### config.mk
export PLATFORM = sky130hd
export DESIGN_NAME = pbm_port
export DESIGN_NICKNAME = d
export VERILOG_FILES = /design/src/logic/pbm_pkg.sv /design/src/logic/pbm_pin_cell.sv /design/src/logic/pbm_port.sv
export SDC_FILE = /design/constraint.sdc
export NUM_CORES = 1
export LEC_CHECK = 0
export BUFFER_PORTS_ARGS = -buffer_cell sky130_fd_sc_hd__buf_4
export CAP_MARGIN = 0
export CORE_MARGIN = 2
export CORE_UTILIZATION = 40
export CTS_BUF_LIST = sky130_fd_sc_hd__clkbuf_16
export DETAILED_ROUTE_END_ITERATION = 7
export PLACE_DENSITY = 0.62
export SLEW_MARGIN = 20
export SYNTH_ARGS = -nofsm -noshare
export SYNTH_HDL_FRONTEND = slang
export SYNTH_SLANG_ARGS = --single-unit
### constraint.sdc
create_clock -name hclk -period 5.28 [get_ports hclk]
set_input_delay 0.264 -clock hclk [delete_from_list [all_inputs] [get_ports hclk]]
set_output_delay 0.264 -clock hclk [all_outputs]
set_load 0.05 [all_outputs]
### src/logic/pbm_pkg.sv
// Operation
// - direction 1 makes a pin an input; pull-up on while pull-up disable bit clear
// - an enabled LCD segment owns its pin; bit 0 is segment 30, bit 5 segment 29
// - bits 0-3 set as inputs feed external interrupt inputs 0-3
// - bit 3 output: compare/PWM drive beats latch; as input it is the capture input
// - PWM channel A on bit 3 may float the pin during a shutdown event
// - bit 0 supplies the PWM fault input whatever its direction, except while segment 30 owns it
// - bit 5 supplies timer3 clock and timer1 gate whatever its direction, except while segment 29 owns it
// - in programming mode bit 6 is serial clock, bit 7 serial data, direction ignored
// - direction-independent functions read the pin or set direction themselves
// - input pins 7-4 mismatching the last-read value OR into the change flag
// - a port read ends mismatch; flag keeps setting until then, clearable one cycle later
// - pull-up off on output pins; all pull-ups off after reset
package pbm_pkg;

  // ----------------------------------------------------------------
  // register map (byte addresses, low address byte)
  // ----------------------------------------------------------------
  localparam logic [7:0] ADDR_PIN_VALUE = 8'h00;
  localparam logic [7:0] ADDR_OUT_LATCH = 8'h04;
  localparam logic [7:0] ADDR_DIRECTION = 8'h08;
  localparam logic [7:0] ADDR_ICTL0 = 8'h0C;
  localparam logic [7:0] ADDR_ICTL_EDGE = 8'h10;
  localparam logic [7:0] ADDR_ICTL_EXT = 8'h14;
  localparam logic [7:0] ADDR_SEG_8_15 = 8'h18;
  localparam logic [7:0] ADDR_SEG_24_31 = 8'h1C;
  localparam logic [7:0] ADDR_IRQ_STATUS = 8'h20;
  localparam logic [7:0] ADDR_IRQ_CLEAR = 8'h24;
  localparam logic [7:0] ADDR_IRQ_ENABLE = 8'h28;
  localparam logic [7:0] ADDR_ALT_CTL = 8'h2C;

  // ----------------------------------------------------------------
  // reset values
  // ----------------------------------------------------------------
  localparam logic [7:0] RST_LATCH = 8'h00;
  localparam logic [7:0] RST_DIRECTION = 8'hFF;
  localparam logic [7:0] RST_ICTL = 8'h00;
  localparam logic [7:0] RST_ICTL_EDGE = 8'hFF;
  localparam logic [7:0] RST_SEG = 8'h00;
  localparam logic [4:0] RST_IRQ = 5'h00;
  localparam logic [7:0] RST_ALT_CTL = 8'h00;

  // ----------------------------------------------------------------
  // field positions
  // ----------------------------------------------------------------
  localparam int PIN_CAPCOMP = 3;
  localparam int PIN_FAULT = 0;
  localparam int PIN_TIMER = 5;
  localparam int PIN_PROG_CLK = 6;
  localparam int PIN_PROG_DAT = 7;
  localparam int PIN_EDGE1 = 2;
  localparam int PIN_EDGE2 = 3;
  localparam int LCD_SEG_OUT_30_BIT = 6;
  localparam int LCD_SEG_OUT_29_BIT = 5;
  localparam int PULLUP_DIS_BIT = 7;
  localparam int EDGE_SEL_TOP = 6;
  localparam int ICTL0_CHG_FLAG = 0;
  localparam int ICTL0_EXT0_FLAG = 1;
  localparam int ICTL0_CHG_EN = 3;
  localparam int ICTL0_EXT0_EN = 4;
  localparam int ICTL_EXT_EN_LO = 3;
  localparam int ALT_TRI_SHDN = 0;
  localparam int ST_CHG = 0;
  localparam int ST_EXT_LO = 1;

  // ----------------------------------------------------------------
  // timing
  // ----------------------------------------------------------------
  localparam int CLK_PERIOD_NS = 100;
  localparam int TCY_NS = 100;
  localparam int CHG_HOLD_CYC = (TCY_NS + CLK_PERIOD_NS - 1) / CLK_PERIOD_NS;

  localparam logic [1:0] HTRANS_NONSEQ_BIT = 2'h2;

  // ----------------------------------------------------------------
  // alternate function carriers
  // ----------------------------------------------------------------
  typedef struct packed {
    logic lcd_seg_out_30;
    logic lcd_seg_out_29;
    logic [3:0] lcd_seg_out_8_11;
    logic capcomp_out_en;
    logic capcomp_out;
    logic pwm2_chan_a_sel;
    logic pwm2_chan_a_out;
    logic pwm_shutdown;
    logic prog_mode;
    logic prog_serial_dat_out;
    logic prog_serial_dat_oe;
  } pbm_alt_in_t;

  typedef struct packed {
    logic [3:0] ext_irq_in;
    logic [3:0] change_irq_in;
    logic pwm_fault_in;
    logic capcomp_capture_in;
    logic timer3_clk_in;
    logic timer1_gate_in;
    logic edge_in_1;
    logic edge_in_2;
    logic prog_serial_clk;
    logic prog_serial_dat;
  } pbm_alt_out_t;

endpackage : pbm_pkg

### src/logic/pbm_pin_cell.sv
`timescale 1ns/1ps
module pbm_pin_cell (
  input wire logic dir,
  input wire logic lat,
  input wire logic seg_en,
  input wire logic seg_val,
  input wire logic alt_en,
  input wire logic alt_val,
  input wire logic alt_tri,
  input wire logic force_en,
  input wire logic force_oe,
  input wire logic force_val,
  input wire logic pullup_disable_n,
  output logic out,
  output logic oe,
  output logic pu,
  output logic in_en
);

  // ----------------------------------------------------------------
  // pin ownership, highest priority first
  // ----------------------------------------------------------------
  always_comb begin
    out = 1'b0;
    oe = 1'b0;
    pu = 1'b0;
    in_en = 1'b1;
    if (seg_en) begin
      // segment drive cuts every digital path
      out = seg_val;
      oe = 1'b1;
      in_en = 1'b0;
    end else if (force_en) begin
      out = force_val;
      oe = force_oe;
    end else if (!dir) begin
      if (alt_en) begin
        out = alt_val;
        oe = ~alt_tri;
      end else begin
        out = lat;
        oe = 1'b1;
      end
    end else begin
      pu = ~pullup_disable_n;
    end
  end

endmodule : pbm_pin_cell

### src/logic/pbm_port.sv
// Chosen here: the register offsets and register access over AHB-Lite.
`timescale 1ns/1ps
module pbm_port #(
  parameter int NUM_PINS = 8
) (
  input wire logic hclk,
  input wire logic hresetn,
  input wire logic hsel,
  input wire logic [31:0] haddr,
  input wire logic [1:0] htrans,
  input wire logic hwrite,
  input wire logic [2:0] hsize,
  input wire logic [31:0] hwdata,
  input wire logic hready,
  output logic hreadyout,
  output logic hresp,
  output logic [31:0] hrdata,
  input wire logic [7:0] pin_in,
  output logic [7:0] pin_out,
  output logic [7:0] pin_oe,
  output logic [7:0] pin_pullup_en,
  input wire pbm_pkg::pbm_alt_in_t alt_in,
  output pbm_pkg::pbm_alt_out_t alt_out,
  output logic irq
);

  // ----------------------------------------------------------------
  // elaboration check
  // ----------------------------------------------------------------
  // pin roles are fixed to bit positions, so only an 8-pin port works
  if (NUM_PINS != 8) begin : g_bad_width
    $error("pbm_port supports exactly 8 pins");
  end

  // ----------------------------------------------------------------
  // declarations
  // ----------------------------------------------------------------
  logic [7:0] lat_r;
  logic [7:0] dir_r;
  logic [7:0] ictl0_r;
  logic [7:0] ictl_edge_r;
  logic [7:0] ictl_ext_r;
  logic [7:0] seg_lo_r;
  logic [7:0] seg_hi_r;
  logic [7:0] alt_ctl_r;
  logic [4:0] status_r;
  logic [4:0] irq_en_r;
  logic [3:0] old_r;
  logic [3:0] ext_prev_r;
  logic [1:0] guard_r;
  logic [7:0] addr_r;
  logic wr_r;
  logic act_r;
  logic [31:0] hrdata_r;
  logic [7:0] pin_out_r;
  logic [7:0] pin_oe_r;
  logic [7:0] pin_pu_r;
  pbm_pkg::pbm_alt_out_t alt_out_r;

  logic take;
  logic wr_en;
  logic [7:0] wdat;
  logic port_touch;
  logic [7:0] rd_mux;
  logic [7:0] seg_en;
  logic [7:0] seg_val;
  logic [7:0] alt_en;
  logic [7:0] alt_val;
  logic [7:0] alt_tri;
  logic [7:0] force_en;
  logic [7:0] force_oe;
  logic [7:0] force_val;
  logic [7:0] cell_out;
  logic [7:0] cell_oe;
  logic [7:0] cell_pu;
  logic [7:0] cell_in_en;
  logic [7:0] pin_vis;
  logic [3:0] chg_in;
  logic mismatch;
  logic [3:0] ext_now;
  logic [3:0] ext_edge;
  logic [4:0] ev_set;
  logic [4:0] ev_clr;
  logic [4:0] src_en;
  logic pullup_disable_n;
  logic arm_r;

  // ----------------------------------------------------------------
  // bus slave: one-cycle address phase, zero-wait data phase
  // ----------------------------------------------------------------
  assign take = hsel & hready & (htrans[1] == pbm_pkg::HTRANS_NONSEQ_BIT[1]);
  assign wr_en = act_r & wr_r;
  assign wdat = hwdata[7:0];
  assign hreadyout = 1'b1;
  assign hresp = 1'b0;
  assign hrdata = hrdata_r;

  always_ff @(posedge hclk or negedge hresetn) begin
    if (!hresetn) begin
      addr_r <= 8'h00;
      wr_r <= 1'b0;
      act_r <= 1'b0;
    end else begin
      act_r <= take;
      if (take) begin
        addr_r <= haddr[7:0];
        wr_r <= hwrite;
      end
    end
  end

  // read data is captured at the address phase; the data phase shows it
  always_ff @(posedge hclk or negedge hresetn) begin
    if (!hresetn) begin
      hrdata_r <= 32'h0000_0000;
    end else if (take && !hwrite) begin
      hrdata_r <= {24'h00_0000, rd_mux};
    end
  end

  always_comb begin
    case (haddr[7:0])
      pbm_pkg::ADDR_PIN_VALUE: rd_mux = pin_vis;
      pbm_pkg::ADDR_OUT_LATCH: rd_mux = lat_r;
      pbm_pkg::ADDR_DIRECTION: rd_mux = dir_r;
      pbm_pkg::ADDR_ICTL0: rd_mux = {ictl0_r[7:2], status_r[pbm_pkg::ST_EXT_LO],
                                     status_r[pbm_pkg::ST_CHG]};
      pbm_pkg::ADDR_ICTL_EDGE: rd_mux = ictl_edge_r;
      pbm_pkg::ADDR_ICTL_EXT: rd_mux = {ictl_ext_r[7:3], status_r[4:2]};
      pbm_pkg::ADDR_SEG_8_15: rd_mux = seg_lo_r;
      pbm_pkg::ADDR_SEG_24_31: rd_mux = seg_hi_r;
      pbm_pkg::ADDR_IRQ_STATUS: rd_mux = {3'h0, status_r};
      pbm_pkg::ADDR_IRQ_ENABLE: rd_mux = {3'h0, irq_en_r};
      pbm_pkg::ADDR_ALT_CTL: rd_mux = alt_ctl_r;
      default: rd_mux = 8'h00;
    endcase
  end

  // ----------------------------------------------------------------
  // software registers
  // ----------------------------------------------------------------
  always_ff @(posedge hclk or negedge hresetn) begin
    if (!hresetn) begin
      lat_r <= pbm_pkg::RST_LATCH;
    end else if (wr_en && (addr_r == pbm_pkg::ADDR_PIN_VALUE ||
                           addr_r == pbm_pkg::ADDR_OUT_LATCH)) begin
      lat_r <= wdat;
    end
  end

  always_ff @(posedge hclk or negedge hresetn) begin
    if (!hresetn) begin
      dir_r <= pbm_pkg::RST_DIRECTION;
      ictl0_r <= pbm_pkg::RST_ICTL;
      ictl_edge_r <= pbm_pkg::RST_ICTL_EDGE;
      ictl_ext_r <= pbm_pkg::RST_ICTL;
      seg_lo_r <= pbm_pkg::RST_SEG;
      seg_hi_r <= pbm_pkg::RST_SEG;
      irq_en_r <= pbm_pkg::RST_IRQ;
      alt_ctl_r <= pbm_pkg::RST_ALT_CTL;
    end else if (wr_en) begin
      case (addr_r)
        pbm_pkg::ADDR_DIRECTION: dir_r <= wdat;
        pbm_pkg::ADDR_ICTL0: ictl0_r <= wdat;
        pbm_pkg::ADDR_ICTL_EDGE: ictl_edge_r <= wdat;
        pbm_pkg::ADDR_ICTL_EXT: ictl_ext_r <= wdat;
        pbm_pkg::ADDR_SEG_8_15: seg_lo_r <= wdat;
        pbm_pkg::ADDR_SEG_24_31: seg_hi_r <= wdat;
        pbm_pkg::ADDR_IRQ_ENABLE: irq_en_r <= wdat[4:0];
        pbm_pkg::ADDR_ALT_CTL: alt_ctl_r <= wdat;
        default: ;
      endcase
    end
  end

  assign pullup_disable_n = ictl_edge_r[pbm_pkg::PULLUP_DIS_BIT];

  // ----------------------------------------------------------------
  // per-pin alternate function selection
  // ----------------------------------------------------------------
  always_comb begin
    seg_en = 8'h00;
    seg_val = 8'h00;
    alt_en = 8'h00;
    alt_val = 8'h00;
    alt_tri = 8'h00;
    force_en = 8'h00;
    force_oe = 8'h00;
    force_val = 8'h00;
    seg_en[0] = seg_hi_r[pbm_pkg::LCD_SEG_OUT_30_BIT];
    seg_val[0] = alt_in.lcd_seg_out_30;
    seg_en[4:1] = seg_lo_r[3:0];
    seg_val[4:1] = alt_in.lcd_seg_out_8_11;
    seg_en[5] = seg_hi_r[pbm_pkg::LCD_SEG_OUT_29_BIT];
    seg_val[5] = alt_in.lcd_seg_out_29;
    alt_en[pbm_pkg::PIN_CAPCOMP] = alt_in.capcomp_out_en;
    alt_val[pbm_pkg::PIN_CAPCOMP] = alt_in.pwm2_chan_a_sel ? alt_in.pwm2_chan_a_out
                                                           : alt_in.capcomp_out;
    alt_tri[pbm_pkg::PIN_CAPCOMP] = alt_in.pwm2_chan_a_sel & alt_in.pwm_shutdown &
                                    alt_ctl_r[pbm_pkg::ALT_TRI_SHDN];
    // programming mode ignores the direction register on both pins
    force_en[pbm_pkg::PIN_PROG_CLK] = alt_in.prog_mode;
    force_en[pbm_pkg::PIN_PROG_DAT] = alt_in.prog_mode;
    force_oe[pbm_pkg::PIN_PROG_DAT] = alt_in.prog_serial_dat_oe;
    force_val[pbm_pkg::PIN_PROG_DAT] = alt_in.prog_serial_dat_out;
  end

  for (genvar i = 0; i < NUM_PINS; i++) begin : g_pin
    pbm_pin_cell u_cell (
      .dir(dir_r[i]),
      .lat(lat_r[i]),
      .seg_en(seg_en[i]),
      .seg_val(seg_val[i]),
      .alt_en(alt_en[i]),
      .alt_val(alt_val[i]),
      .alt_tri(alt_tri[i]),
      .force_en(force_en[i]),
      .force_oe(force_oe[i]),
      .force_val(force_val[i]),
      .pullup_disable_n(pullup_disable_n),
      .out(cell_out[i]),
      .oe(cell_oe[i]),
      .pu(cell_pu[i]),
      .in_en(cell_in_en[i])
    );
  end

  // segment-owned pins read back as zero
  assign pin_vis = pin_in & cell_in_en;

  always_ff @(posedge hclk or negedge hresetn) begin
    if (!hresetn) begin
      pin_out_r <= 8'h00;
      pin_oe_r <= 8'h00;
      pin_pu_r <= 8'h00;
    end else begin
      pin_out_r <= cell_out;
      pin_oe_r <= cell_oe;
      pin_pu_r <= cell_pu;
    end
  end

  assign pin_out = pin_out_r;
  assign pin_oe = pin_oe_r;
  assign pin_pullup_en = pin_pu_r;

  // ----------------------------------------------------------------
  // inputs handed to peripherals
  // ----------------------------------------------------------------
  assign ext_now = pin_vis[3:0] & dir_r[3:0];
  assign chg_in = pin_vis[7:4] & dir_r[7:4];

  always_ff @(posedge hclk or negedge hresetn) begin
    if (!hresetn) begin
      alt_out_r <= '0;
    end else begin
      alt_out_r.ext_irq_in <= ext_now;
      alt_out_r.change_irq_in <= chg_in;
      alt_out_r.pwm_fault_in <= pin_vis[pbm_pkg::PIN_FAULT];
      alt_out_r.capcomp_capture_in <= pin_vis[pbm_pkg::PIN_CAPCOMP] &
                                      dir_r[pbm_pkg::PIN_CAPCOMP];
      alt_out_r.timer3_clk_in <= pin_vis[pbm_pkg::PIN_TIMER];
      alt_out_r.timer1_gate_in <= pin_vis[pbm_pkg::PIN_TIMER];
      alt_out_r.edge_in_1 <= pin_vis[pbm_pkg::PIN_EDGE1];
      alt_out_r.edge_in_2 <= pin_vis[pbm_pkg::PIN_EDGE2];
      alt_out_r.prog_serial_clk <= pin_in[pbm_pkg::PIN_PROG_CLK] & alt_in.prog_mode;
      alt_out_r.prog_serial_dat <= pin_in[pbm_pkg::PIN_PROG_DAT] & alt_in.prog_mode;
    end
  end

  assign alt_out = alt_out_r;

  // ----------------------------------------------------------------
  // interrupt-on-change
  // ----------------------------------------------------------------
  // any access to the pin value register re-arms the compare
  assign port_touch = take && (haddr[7:0] == pbm_pkg::ADDR_PIN_VALUE);
  // output and segment pins drop out of the compare; a change either way counts
  assign mismatch = arm_r & (|((pin_vis[7:4] ^ old_r) & dir_r[7:4] &
                              cell_in_en[7:4]));

  // the first cycle after reset only loads the compare state, so no false event follows reset
  always_ff @(posedge hclk or negedge hresetn) begin
    if (!hresetn) begin
      arm_r <= 1'b0;
    end else begin
      arm_r <= 1'b1;
    end
  end

  always_ff @(posedge hclk or negedge hresetn) begin
    if (!hresetn) begin
      old_r <= 4'h0;
    end else if (port_touch || !arm_r) begin
      old_r <= pin_vis[7:4];
    end
  end

  // keeps the flag from clearing until the mismatch has had a cycle to end
  always_ff @(posedge hclk or negedge hresetn) begin
    if (!hresetn) begin
      guard_r <= 2'h0;
    end else if (port_touch) begin
      guard_r <= 2'(pbm_pkg::CHG_HOLD_CYC);
    end else if (guard_r != 2'h0) begin
      guard_r <= guard_r - 2'h1;
    end
  end

  // ----------------------------------------------------------------
  // external interrupt edges
  // ----------------------------------------------------------------
  always_ff @(posedge hclk or negedge hresetn) begin
    if (!hresetn) begin
      ext_prev_r <= 4'h0;
    end else begin
      ext_prev_r <= ext_now;
    end
  end

  for (genvar j = 0; j < 4; j++) begin : g_edge
    // edge select bit high picks the rising edge
    assign ext_edge[j] = arm_r & (ictl_edge_r[pbm_pkg::EDGE_SEL_TOP - j] ?
                         (ext_now[j] & ~ext_prev_r[j]) : (~ext_now[j] & ext_prev_r[j]));
  end

  // ----------------------------------------------------------------
  // sticky status, clear and interrupt output
  // ----------------------------------------------------------------
  assign ev_set = {ext_edge, mismatch};

  always_comb begin
    ev_clr = 5'h00;
    if (wr_en && addr_r == pbm_pkg::ADDR_IRQ_CLEAR) begin
      ev_clr = wdat[4:0];
    end
    if (wr_en && addr_r == pbm_pkg::ADDR_ICTL0) begin
      ev_clr[pbm_pkg::ST_CHG] = ev_clr[pbm_pkg::ST_CHG] | ~wdat[pbm_pkg::ICTL0_CHG_FLAG];
      ev_clr[pbm_pkg::ST_EXT_LO] = ev_clr[pbm_pkg::ST_EXT_LO] |
                                   ~wdat[pbm_pkg::ICTL0_EXT0_FLAG];
    end
    if (wr_en && addr_r == pbm_pkg::ADDR_ICTL_EXT) begin
      ev_clr[4:2] = ev_clr[4:2] | ~wdat[2:0];
    end
    // change flag cannot clear inside the hold window after a port access
    if (guard_r != 2'h0 || port_touch) begin
      ev_clr[pbm_pkg::ST_CHG] = 1'b0;
    end
  end

  always_ff @(posedge hclk or negedge hresetn) begin
    if (!hresetn) begin
      status_r <= pbm_pkg::RST_IRQ;
    end else begin
      // a new event wins over a clear in the same cycle
      status_r <= (status_r & ~ev_clr) | ev_set;
    end
  end

  assign src_en = {ictl_ext_r[pbm_pkg::ICTL_EXT_EN_LO +: 3],
                   ictl0_r[pbm_pkg::ICTL0_EXT0_EN], ictl0_r[pbm_pkg::ICTL0_CHG_EN]};
  assign irq = |(status_r & irq_en_r & src_en);

endmodule : pbm_port

# After elaboration in Yosys (flattened, before gate mapping)
# Index checks and enable logic that the tools add are counted.
classes:
  add_sub_neg: 1
  multipliers: 0
  div: 0
  n_lt_le_gt_ge: 0
  n_eq_ne: 20
  shifts: 0
  n_mux: 68
  n_bitwise: 48
  n_reduce_logical: 25
ops:
  columns: ["op", "count"]
  rows:
  - ["8-bit one-hot mux with 11 select lines", 1]
  - ["8-bit by 5-bit == test with 1-bit output (second input constant)", 8]
  - ["1-bit two-way mux", 62]
  - ["8-bit by 6-bit == test with 1-bit output (second input constant)", 6]
  - ["8-bit by 4-bit == test with 1-bit output (second input constant)", 4]
  - ["1-bit bitwise AND", 21]
  - ["4-bit bitwise AND", 4]
  - ["8-bit by 3-bit == test with 1-bit output (second input constant)", 2]
  - ["8-bit zero test", 2]
  - ["2-bit AND reduction", 8]
  - ["5-bit bitwise AND", 3]
  - ["1-bit inverter", 12]
  - ["8-bit bitwise AND", 1]
  - ["1-bit logical AND", 6]
  - ["2-bit two-way mux", 3]
  - ["5-bit two-way mux", 1]
  - ["5-bit inverter", 1]
  - ["5-bit OR", 1]
  - ["5-bit OR reduction", 1]
  - ["2-bit nonzero test", 2]
  - ["4-bit OR reduction", 1]
  - ["4-bit bitwise XOR", 1]
  - ["1-bit logical OR", 3]
  - ["3-bit two-way mux", 1]
  - ["5 further kinds", 7]
word_totals:
  ff_bits: 138
  latchBits: 0
  ramBits: 0
  mem_bits_ro: 0
  out_inout_bits: 75
  memories: 0

# Logic depth before layout (Yosys ltp)
# Gate-level depths: netlist of the first run.
depth:
  word_depth: 9
  ltp_mapped: 8

# Cells and area by module
# Synthesis of the first run repeated with hierarchy kept, for this count alone.
hier_totals:
  hier_cells: 537
  hier_area_um2: 6458.7
by_module_without_submodules:
  columns: ["module", "instances", "cells_each", "area_per_inst_um2"]
  rows:
  - ["pbm_port", 1, 465, 5988.2]
  - ["pbm_pin_cell", 8, 9, 58.8]

# Worst setup path before layout of the first run
# Ideal clock, no wire load.
synth_path:
  kind: "input to register"
  from: "in haddr[1]"
  to: "reg old_r[2]"
  setup_time_ps: 125
  arrival_time_ps: 1904
  t_required_ps: 5155
  path_slack_ps: 3251
  stages: 6
  path_buffers: 1
  path_cell_list: "or4_1 -> clkbuf_2 -> nor3_1 -> nand3_1 -> nand2_1 -> mux2_2"
synth_between:
  elab_chain_cells: 3
synth_rtl:
  columns: ["element", "line", "text"]
  rows:
  - ["from (decl)", "pbm_port.sv:9", "input wire logic [31:0] haddr,"]
  - ["8-bit zero test", "pbm_port.sv:277", "assign port_touch = take && (haddr[7:0] == pbm_pkg::ADDR_PIN_VALUE);"]
  - ["1-bit logical AND", "pbm_port.sv:277", null]
  - ["1-bit logical OR", "pbm_port.sv:294", "end else if (port_touch || !arm_r) begin"]
  - ["to (signal assigned)", "pbm_port.sv:295", "old_r <= pin_vis[7:4];"]
  - ["to (decl)", "pbm_port.sv:48", "logic [3:0] old_r;"]
# Every way passes these cells.
# A chain may end at the register's enable or synchronous reset.

# Worst setup path in the final report of the first run
layout_path:
  from: "reg addr_r[6]"
  to: "reg dir_r[5]"
layout_between:
  elab_chain_cells: 2
layout_rtl:
  columns: ["element", "line", "text"]
  rows:
  - ["from (decl)", "pbm_port.sv:51", "logic [7:0] addr_r;"]
  - ["from (signal assigned)", "pbm_port.sv:106", "addr_r <= haddr[7:0];"]
  - ["8-bit by 4-bit == test with 1-bit output", "pbm_port.sv:162", "case (addr_r)"]
  - ["2-bit AND reduction (no line)", null, null]
  - ["to (signal assigned)", "pbm_port.sv:153", "dir_r <= pbm_pkg::RST_DIRECTION;"]
  - ["to (signal assigned)", "pbm_port.sv:163", "pbm_pkg::ADDR_DIRECTION: dir_r <= wdat;"]
  - ["to (decl)", "pbm_port.sv:39", "logic [7:0] dir_r;"]
# Every way passes these cells.

==> results.json, run 1 <==
{
  "status": "complete, no violations",
  "hold_depth": 3,
  "finalInstanceArea_sq_mm": 0.007475,
  "antennaDiodeCount": 0,
  "cts_root_buf": "clkbuf_16",
  "slew_headroom_pct": 27.92,
  "hpwl_um": 10340,
  "hold_viol": 0,
  "grt_remaining_overflow": 0,
  "fp.dieW_um": 127.7,
  "synth_compound_area_share_pct": 7.563,
  "cp-end-kind": "flop",
  "layout_commonest_cell": "dfrtp_1",
  "powerDensity_mw_per_mm2": 362.5,
  "wire_per_inst_um": 19.11,
  "rsz0062_at_grt": "no",
  "p_clk_share_pct": 46.0,
  "fin_skew_ns": 0.006587,
  "cap_violations": 0,
  "cts_buffer_depth": 2,
  "fin_nets": 685,
  "io_pins": 171,
  "syn_area_sq_mm": 0.006121,
  "die_area_sq_mm": 0.01631,
  "multi_input_area_sq_mm": 0.002534,
  "htreeDepth": 4,
  "crit_fanout": 8,
  "synth_xor_area_share_pct": 0.7155,
  "seq_power_share_pct": 42.1,
  "slew_violations": 0,
  "synth_top_area_share_pct": 47.42,
  "area_growth_pct": 22.12,
  "fill_cells": 1366,
  "switching_share_pct": 24.96,
  "finish.utilization_pct": 49.54,
  "place.gp.congestion": 0.8777,
  "dp_slack_ns": 2.485,
  "hold_path_class": "input port to flop",
  "final.period_utilization_pct": 46.41,
  "dr_total_vias": 4202,
  "ys_types": 54,
  "grt_pass1_vias": 4359,
  "path_clk_slew_ns": 0.05,
  "io_buffers": 92,
  "tightest_slew_ns": 1.075,
  "clock_latency_ns": 0.42,
  "drc": 0,
  "irDropWorstVdd_uv": 229.4,
  "grt_max_degree": 69,
  "p_comb_share_pct": 11.9,
  "startpoint": "addr_r[6]$_DFFE_PN0N_",
  "tns_ns": 0,
  "synthMuxAreaShare_pct": 19.46,
  "crit_chain": "nand4bb_1 > or3_1 > nor3_2 > mux2_2",
  "crit_buf_inv": 0,
  "postSynth.asyncResetShare_pct": 100.0,
  "drt_iter0_markers": 311,
  "drive_gt1_share_pct": 38.60,
  "cts_tree": "built",
  "die_h_um": 127.7,
  "drt_first_pass_iters": 5,
  "cts_sinks": 132,
  "ys_ff_latch": 132,
  "cellLeakagePower_nw": 3.398,
  "p_sw_w": 0.0006763,
  "crit_family": "simple AND/OR/NAND/NOR gates",
  "critPathKind": "flop to flop",
  "synth_top_family_by_area": "multiplexers",
  "path_depth": 4,
  "register_area_sq_mm": 0.003323,
  "cp.arrival_ns": 2.80,
  "r2r_cells": 4,
  "yosysTopAreaCell": "dfrtp_1",
  "setup_viol": 0,
  "synth-simple-area-share_pct": 11.79,
  "crit_required_ns": 5.62,
  "critPathLaunchType": "flop",
  "synthAdderAreaFrac_pct": 0.2044,
  "wl_um": 15070,
  "period_needed_ns": 2.451,
  "core_area_sq_mm": 0.01509,
  "finalNonFillerCells": 789,
  "ys_top_cells_by_area": "dfrtp_1 (47%), mux2_2 (15%), dfstp_2 (6.9%)",
  "dp_cells": 756,
  "critPathSlowestCell": "nor3_2",
  "antenna_found_initial": 0,
  "synth_edf_count": 0,
  "postCtsSetupRepairBufs": 0,
  "dpl-instance-area_sq_mm": 0.006843,
  "postSynthAreaPerCell_sq_um": 12.19,
  "hold_start": "alt_in[1]",
  "max_stage_delay_ns": 0.85,
  "netlist_instances": 502,
  "numCtsBuffers": 17,
  "r2r-start": "addr_r[6]$_DFFE_PN0N_",
  "start_util_pct": 40.56,
  "track_usage_pct": 19.34,
  "via_per_inst": 5.326,
  "route.antenna.remaining_nets": 0,
  "yosys_warnings": 0,
  "final_cell_mix": "dfrtp_1 (116), buf_4 (93), mux2_2 (80), nand2_1 (27), conb_1 (27)",
  "row_count": 45,
  "synth_ff_type": "dfrtp_1",
  "clock.fmax_mhz": 408.1,
  "grt_pass1_wl_um": 23560,
  "synth-seq-area-share_pct": 54.29,
  "setup_slack_ns": 2.829,
  "intPower_w": 0.002033
}
[power by group through the flow]
stage               registers (W)  logic, W  clock network, W
global placement          0.00115  0.000316                 0
global route              0.00115  0.000352           0.00131
finish                    0.00114  0.000321           0.00125
floorplan                 0.00117  0.000214                 0
detailed placement        0.00116  0.000322                 0
CTS                       0.00114  0.000324           0.00127
[logic make-up (layout without fill, tap and decap cells)]
group	count (synthesis)	after routing
multiplexers	99	99
other	2	27
AO/OA/AOI/OAI	67	67
AND/OR/NAND/NOR	130	130
buffers and inverters	66	140
adder cells (fa/ha/maj)	1	1
flip-flops	132	132
XOR/XNOR	5	5
[worst reg2reg max path: cells and delay by family, from the launching register on]
kind,cells,cell delay (ns)
simple gates,3,1.58
mux,1,0.42
flops,1,0.38
[through the flow]
| step | hold WS, ns | power, W |
|---|---|---|
| after floorplan | -0.03159 | 0.001385 |
| after global placement | 0.3982 | 0.001470 |
| after detailed placement | 0.4213 | 0.001481 |
| after CTS | 0.04435 | 0.002734 |
| after global routing | 0.05903 | 0.002818 |
| final | 0.05712 | 0.002710 |
[Yosys cell counts, types with 3 or more instances]
cell / count
a21oi_1: 9
a221oi_1: 3
a22o_1: 11
a22oi_1: 6
a31oi_1: 3
a41oi_1: 3
and2_1: 6
buf_1: 7
buf_2: 3
buf_4: 28
clkbuf_1: 13
dfrtp_1: 116
dfstp_2: 16
inv_1: 14
mux2_2: 80
mux2i_1: 11
mux4_2: 8
nand2_1: 27
nand2b_1: 13
nand3_1: 14
nand3b_1: 5
nand4_1: 3
nor2_1: 25
nor2b_1: 10
nor3_1: 4
nor3b_1: 8
o21ai_0: 18
o22ai_1: 3
xor2_1: 3
[metal layers]
| metal | global-route usage, % | wire, um | vias up |
|---|---|---|---|
| met5 | 0 | 0 | - |
| met4 | 9.308 | 427 | 0 |
| met3 | 4.841 | 766 | 33 |
| met2 | 31.33 | 7491 | 138 |
| met1 | 24.35 | 6387 | 2117 |
| li1 | - | - | 1914 |
[worst paths after layout]
check,slack [ns],end
max,2.83,dir_r[5]$_DFFE_PN1P_
min,0.06,pin_out[7]$_DFF_PN0_
max reg2reg,2.83,dir_r[5]$_DFFE_PN1P_
min reg2reg,0.50,hrdata[6]$_DFFE_PN0P_
max in group asynchronous,3.42,pin_oe[3]$_DFF_PN0_
min in group asynchronous,0.50,pin_pullup_en[5]$_DFF_PN0_
[layout make-up]
cell class / count / share of cell area [%]
Multi-Input combinational cell: 329 / 33.90
Clock inverter: 15 / 2.628
Clock buffer: 17 / 5.691
Inverter: 14 / 0.7030
Tap cell: 188 / 3.147
Sequential cell: 132 / 44.46
Timing Repair Buffer: 94 / 9.474
[flip-flops by register name (all words and copies together), names as in the netlist, 6 cells and up]
signal         count
alt_out           11
addr_r             8
alt_ctl_r          8
dir_r              8
hrdata             8
ictl_edge_r        8
lat_r              8
pin_oe             8
pin_out            8
pin_pullup_en      8
seg_hi_r           8
seg_lo_r           8
ictl0_r            6
[timing repair]
action,CTS,global route
hold endpoints to repair,57,0
hold buffers,1,0
resized for setup,0,0
No activity file was read; power rests on OpenSTA's default activity.
==> run 2: changes to the inputs <==
PLACE_DENSITY = 0.64   (was 0.62)
clock period = 2.25 ns   (was 5.28 ns; I/O delays follow)
==> results.json, run 2 (synthesis results as in run 1) <==
{
  "status": "complete, no violations",
  "tightest_slew_ns": 0.6076,
  "cp.arrival_ns": 2.44,
  "clock.fmax_mhz": 466.5,
  "fin_nets": 737,
  "largest_reg_flops": 11,
  "total_power_w": 0.006077,
  "grt_pass1_vias": 4494,
  "fp.dieW_um": 127.7,
  "die_h_um": 127.7,
  "drive_gt1_share_pct": 39.36,
  "cts_buffer_depth": 2,
  "seq_power_share_pct": 44.1,
  "antennaDiodeCount": 0,
  "place.gp.congestion": 0.8813,
  "multi_input_area_sq_mm": 0.002536,
  "finalInstanceArea_sq_mm": 0.007875,
  "row_count": 45,
  "cp-end-kind": "flop",
  "critPathLaunchType": "flop",
  "register_area_sq_mm": 0.003323,
  "io_buffers": 92,
  "holdWs_ns": 0.01393,
  "track_usage_pct": 20.01,
  "hold_viol": 0,
  "drt_first_pass_iters": 4,
  "wire_per_inst_um": 18.55,
  "crit_fanout": 5,
  "slew_violations": 0,
  "dr_total_vias": 4390,
  "start_util_pct": 40.56,
  "period_needed_ns": 2.144,
  "cellLeakagePower_nw": 3.597,
  "cap_violations": 0,
  "p_comb_share_pct": 13.4,
  "cts_sinks": 132,
  "path_clk_slew_ns": 0.06,
  "dpl-instance-area_sq_mm": 0.007036,
  "antenna_found_initial": 0,
  "postCtsSetupRepairBufs": 0,
  "grt_max_degree": 45,
  "final_cell_mix": "dfrtp_1 (116), buf_4 (116), mux2_2 (80), dlygate4sd3_1 (29), conb_1 (27)",
  "drc": 0,
  "critPathKind": "flop to flop",
  "cts_tree": "built",
  "drt_iter0_markers": 241,
  "crit_required_ns": 2.55,
  "fin_skew_ns": 0.007257,
  "route.antenna.remaining_nets": 0,
  "area_growth_pct": 28.66,
  "numCtsBuffers": 17,
  "clock_latency_ns": 0.42,
  "die_area_sq_mm": 0.01631,
  "p_clk_share_pct": 42.5,
  "intPower_w": 0.004473,
  "htreeDepth": 4,
  "r2r_cells": 5,
  "final.period_utilization_pct": 95.27,
  "grt_pass1_wl_um": 24610,
  "hpwl_um": 10940,
  "powerDensity_mw_per_mm2": 771.7,
  "setup_viol": 0,
  "switching_share_pct": 26.39,
  "irDropWorstVdd_uv": 560.8,
  "fill_cells": 1327,
  "wl_um": 15600,
  "io_pins": 171,
  "hold_path_class": "input port to flop",
  "hold_depth": 2,
  "core_area_sq_mm": 0.01509,
  "grt_remaining_overflow": 0,
  "tns_ns": 0,
  "slew_headroom_pct": 59.49,
  "p_sw_w": 0.001604,
  "cts_root_buf": "clkbuf_16",
  "rsz0062_at_grt": "no",
  "via_per_inst": 5.220
}
run 2: cell types whose count changed in the layout (fill, tap and decap cells not counted):
cell           change
buf_12             +1
buf_4             +23
bufinv_16          -3
clkinv_1           +3
clkinv_2           +3
dlygate4sd3_1     +28
inv_1              -3
nand2_1            -1
nand2_2            +1
run 2: worst max-delay path, cell delays in order (launching register included):
cell	delay, ns
dfrtp_1	0.37
nand4bb_1	0.30
nor3b_1	0.47
nor3b_2	0.36
buf_4	0.20
mux2_2	0.33
run 2: path summary, 6_finish.rpt:
check	startpoint	endpoint	slack [ns]
worst min register to register	hrdata[0]$_DFFE_PN0P_	hrdata[0]$_DFFE_PN0P_	0.48
worst min-delay path	hwdata[3]	irq_en_r[3]$_DFFE_PN0P_	0.01
worst max-delay path	addr_r[6]$_DFFE_PN0N_	ictl_ext_r[4]$_DFFE_PN0N_	0.11
worst max register to register	addr_r[6]$_DFFE_PN0N_	ictl_ext_r[4]$_DFFE_PN0N_	0.11
min in group asynchronous	hresetn	pin_out[3]$_DFF_PN0_	0.23
max in group asynchronous	hresetn	dir_r[5]$_DFFE_PN1P_	1.20
run 2: power by group through the flow:
| stage | Clock [W] | Sequential [W] | Combinational [W] |
|---|---|---|---|
| 2_1_floorplan | 0 | 0.00275 | 0.000502 |
| 3_3_place_gp | 0 | 0.00271 | 0.000756 |
| 3_5_place_dp | 0 | 0.00272 | 0.000775 |
| 4_1_cts | 0.00263 | 0.00268 | 0.000823 |
| 5_1_grt | 0.00274 | 0.00270 | 0.000885 |
| 6_report | 0.00258 | 0.00268 | 0.000816 |
run 2: through the flow:
step	cells	worst slack (ns)	util, %
2_1_floorplan	527	0.3610	-
5_1_grt	841	0.02145	52.19
6_report	841	0.1063	52.19
4_1_cts	841	0.07378	52.17
3_5_place_dp	780	0.1665	46.63
3_3_place_gp	780	0.1851	46.63
run 2: layer usage:
| layer | GRT usage [%] | vias up | part of all wire, % | routed length (um) |
|---|---|---|---|---|
| met3 | 4.549 | 26 | 5.0 | 780 |
| li1 | - | 2013 | - | - |
| met4 | 6.852 | 0 | 1.5 | 238 |
| met1 | 26.51 | 2204 | 44 | 6833 |
| met5 | 0 | - | 0 | 0 |
| met2 | 32.59 | 147 | 50 | 7750 |
run 2: area by class of cell:
| class | count | share of cell area (%) |
|---|---|---|
| sequential | 132 | 42.20 |
| multi-input combinational | 329 | 32.21 |
| timing repair buffer | 146 | 15.00 |
| clock buffer | 17 | 5.402 |
| tap | 188 | 2.987 |
| clock inverter | 15 | 1.541 |
| inverter | 14 | 0.6673 |
run 2: timing repair:
| action | 4_1_cts | 5_1_grt |
|---|---|---|
| resized for setup | 0 | 1 |
| hold endpoints to repair | 89 | 0 |
| setup endpoints to repair | 0 | 4 |
| hold buffers | 29 | 0 |
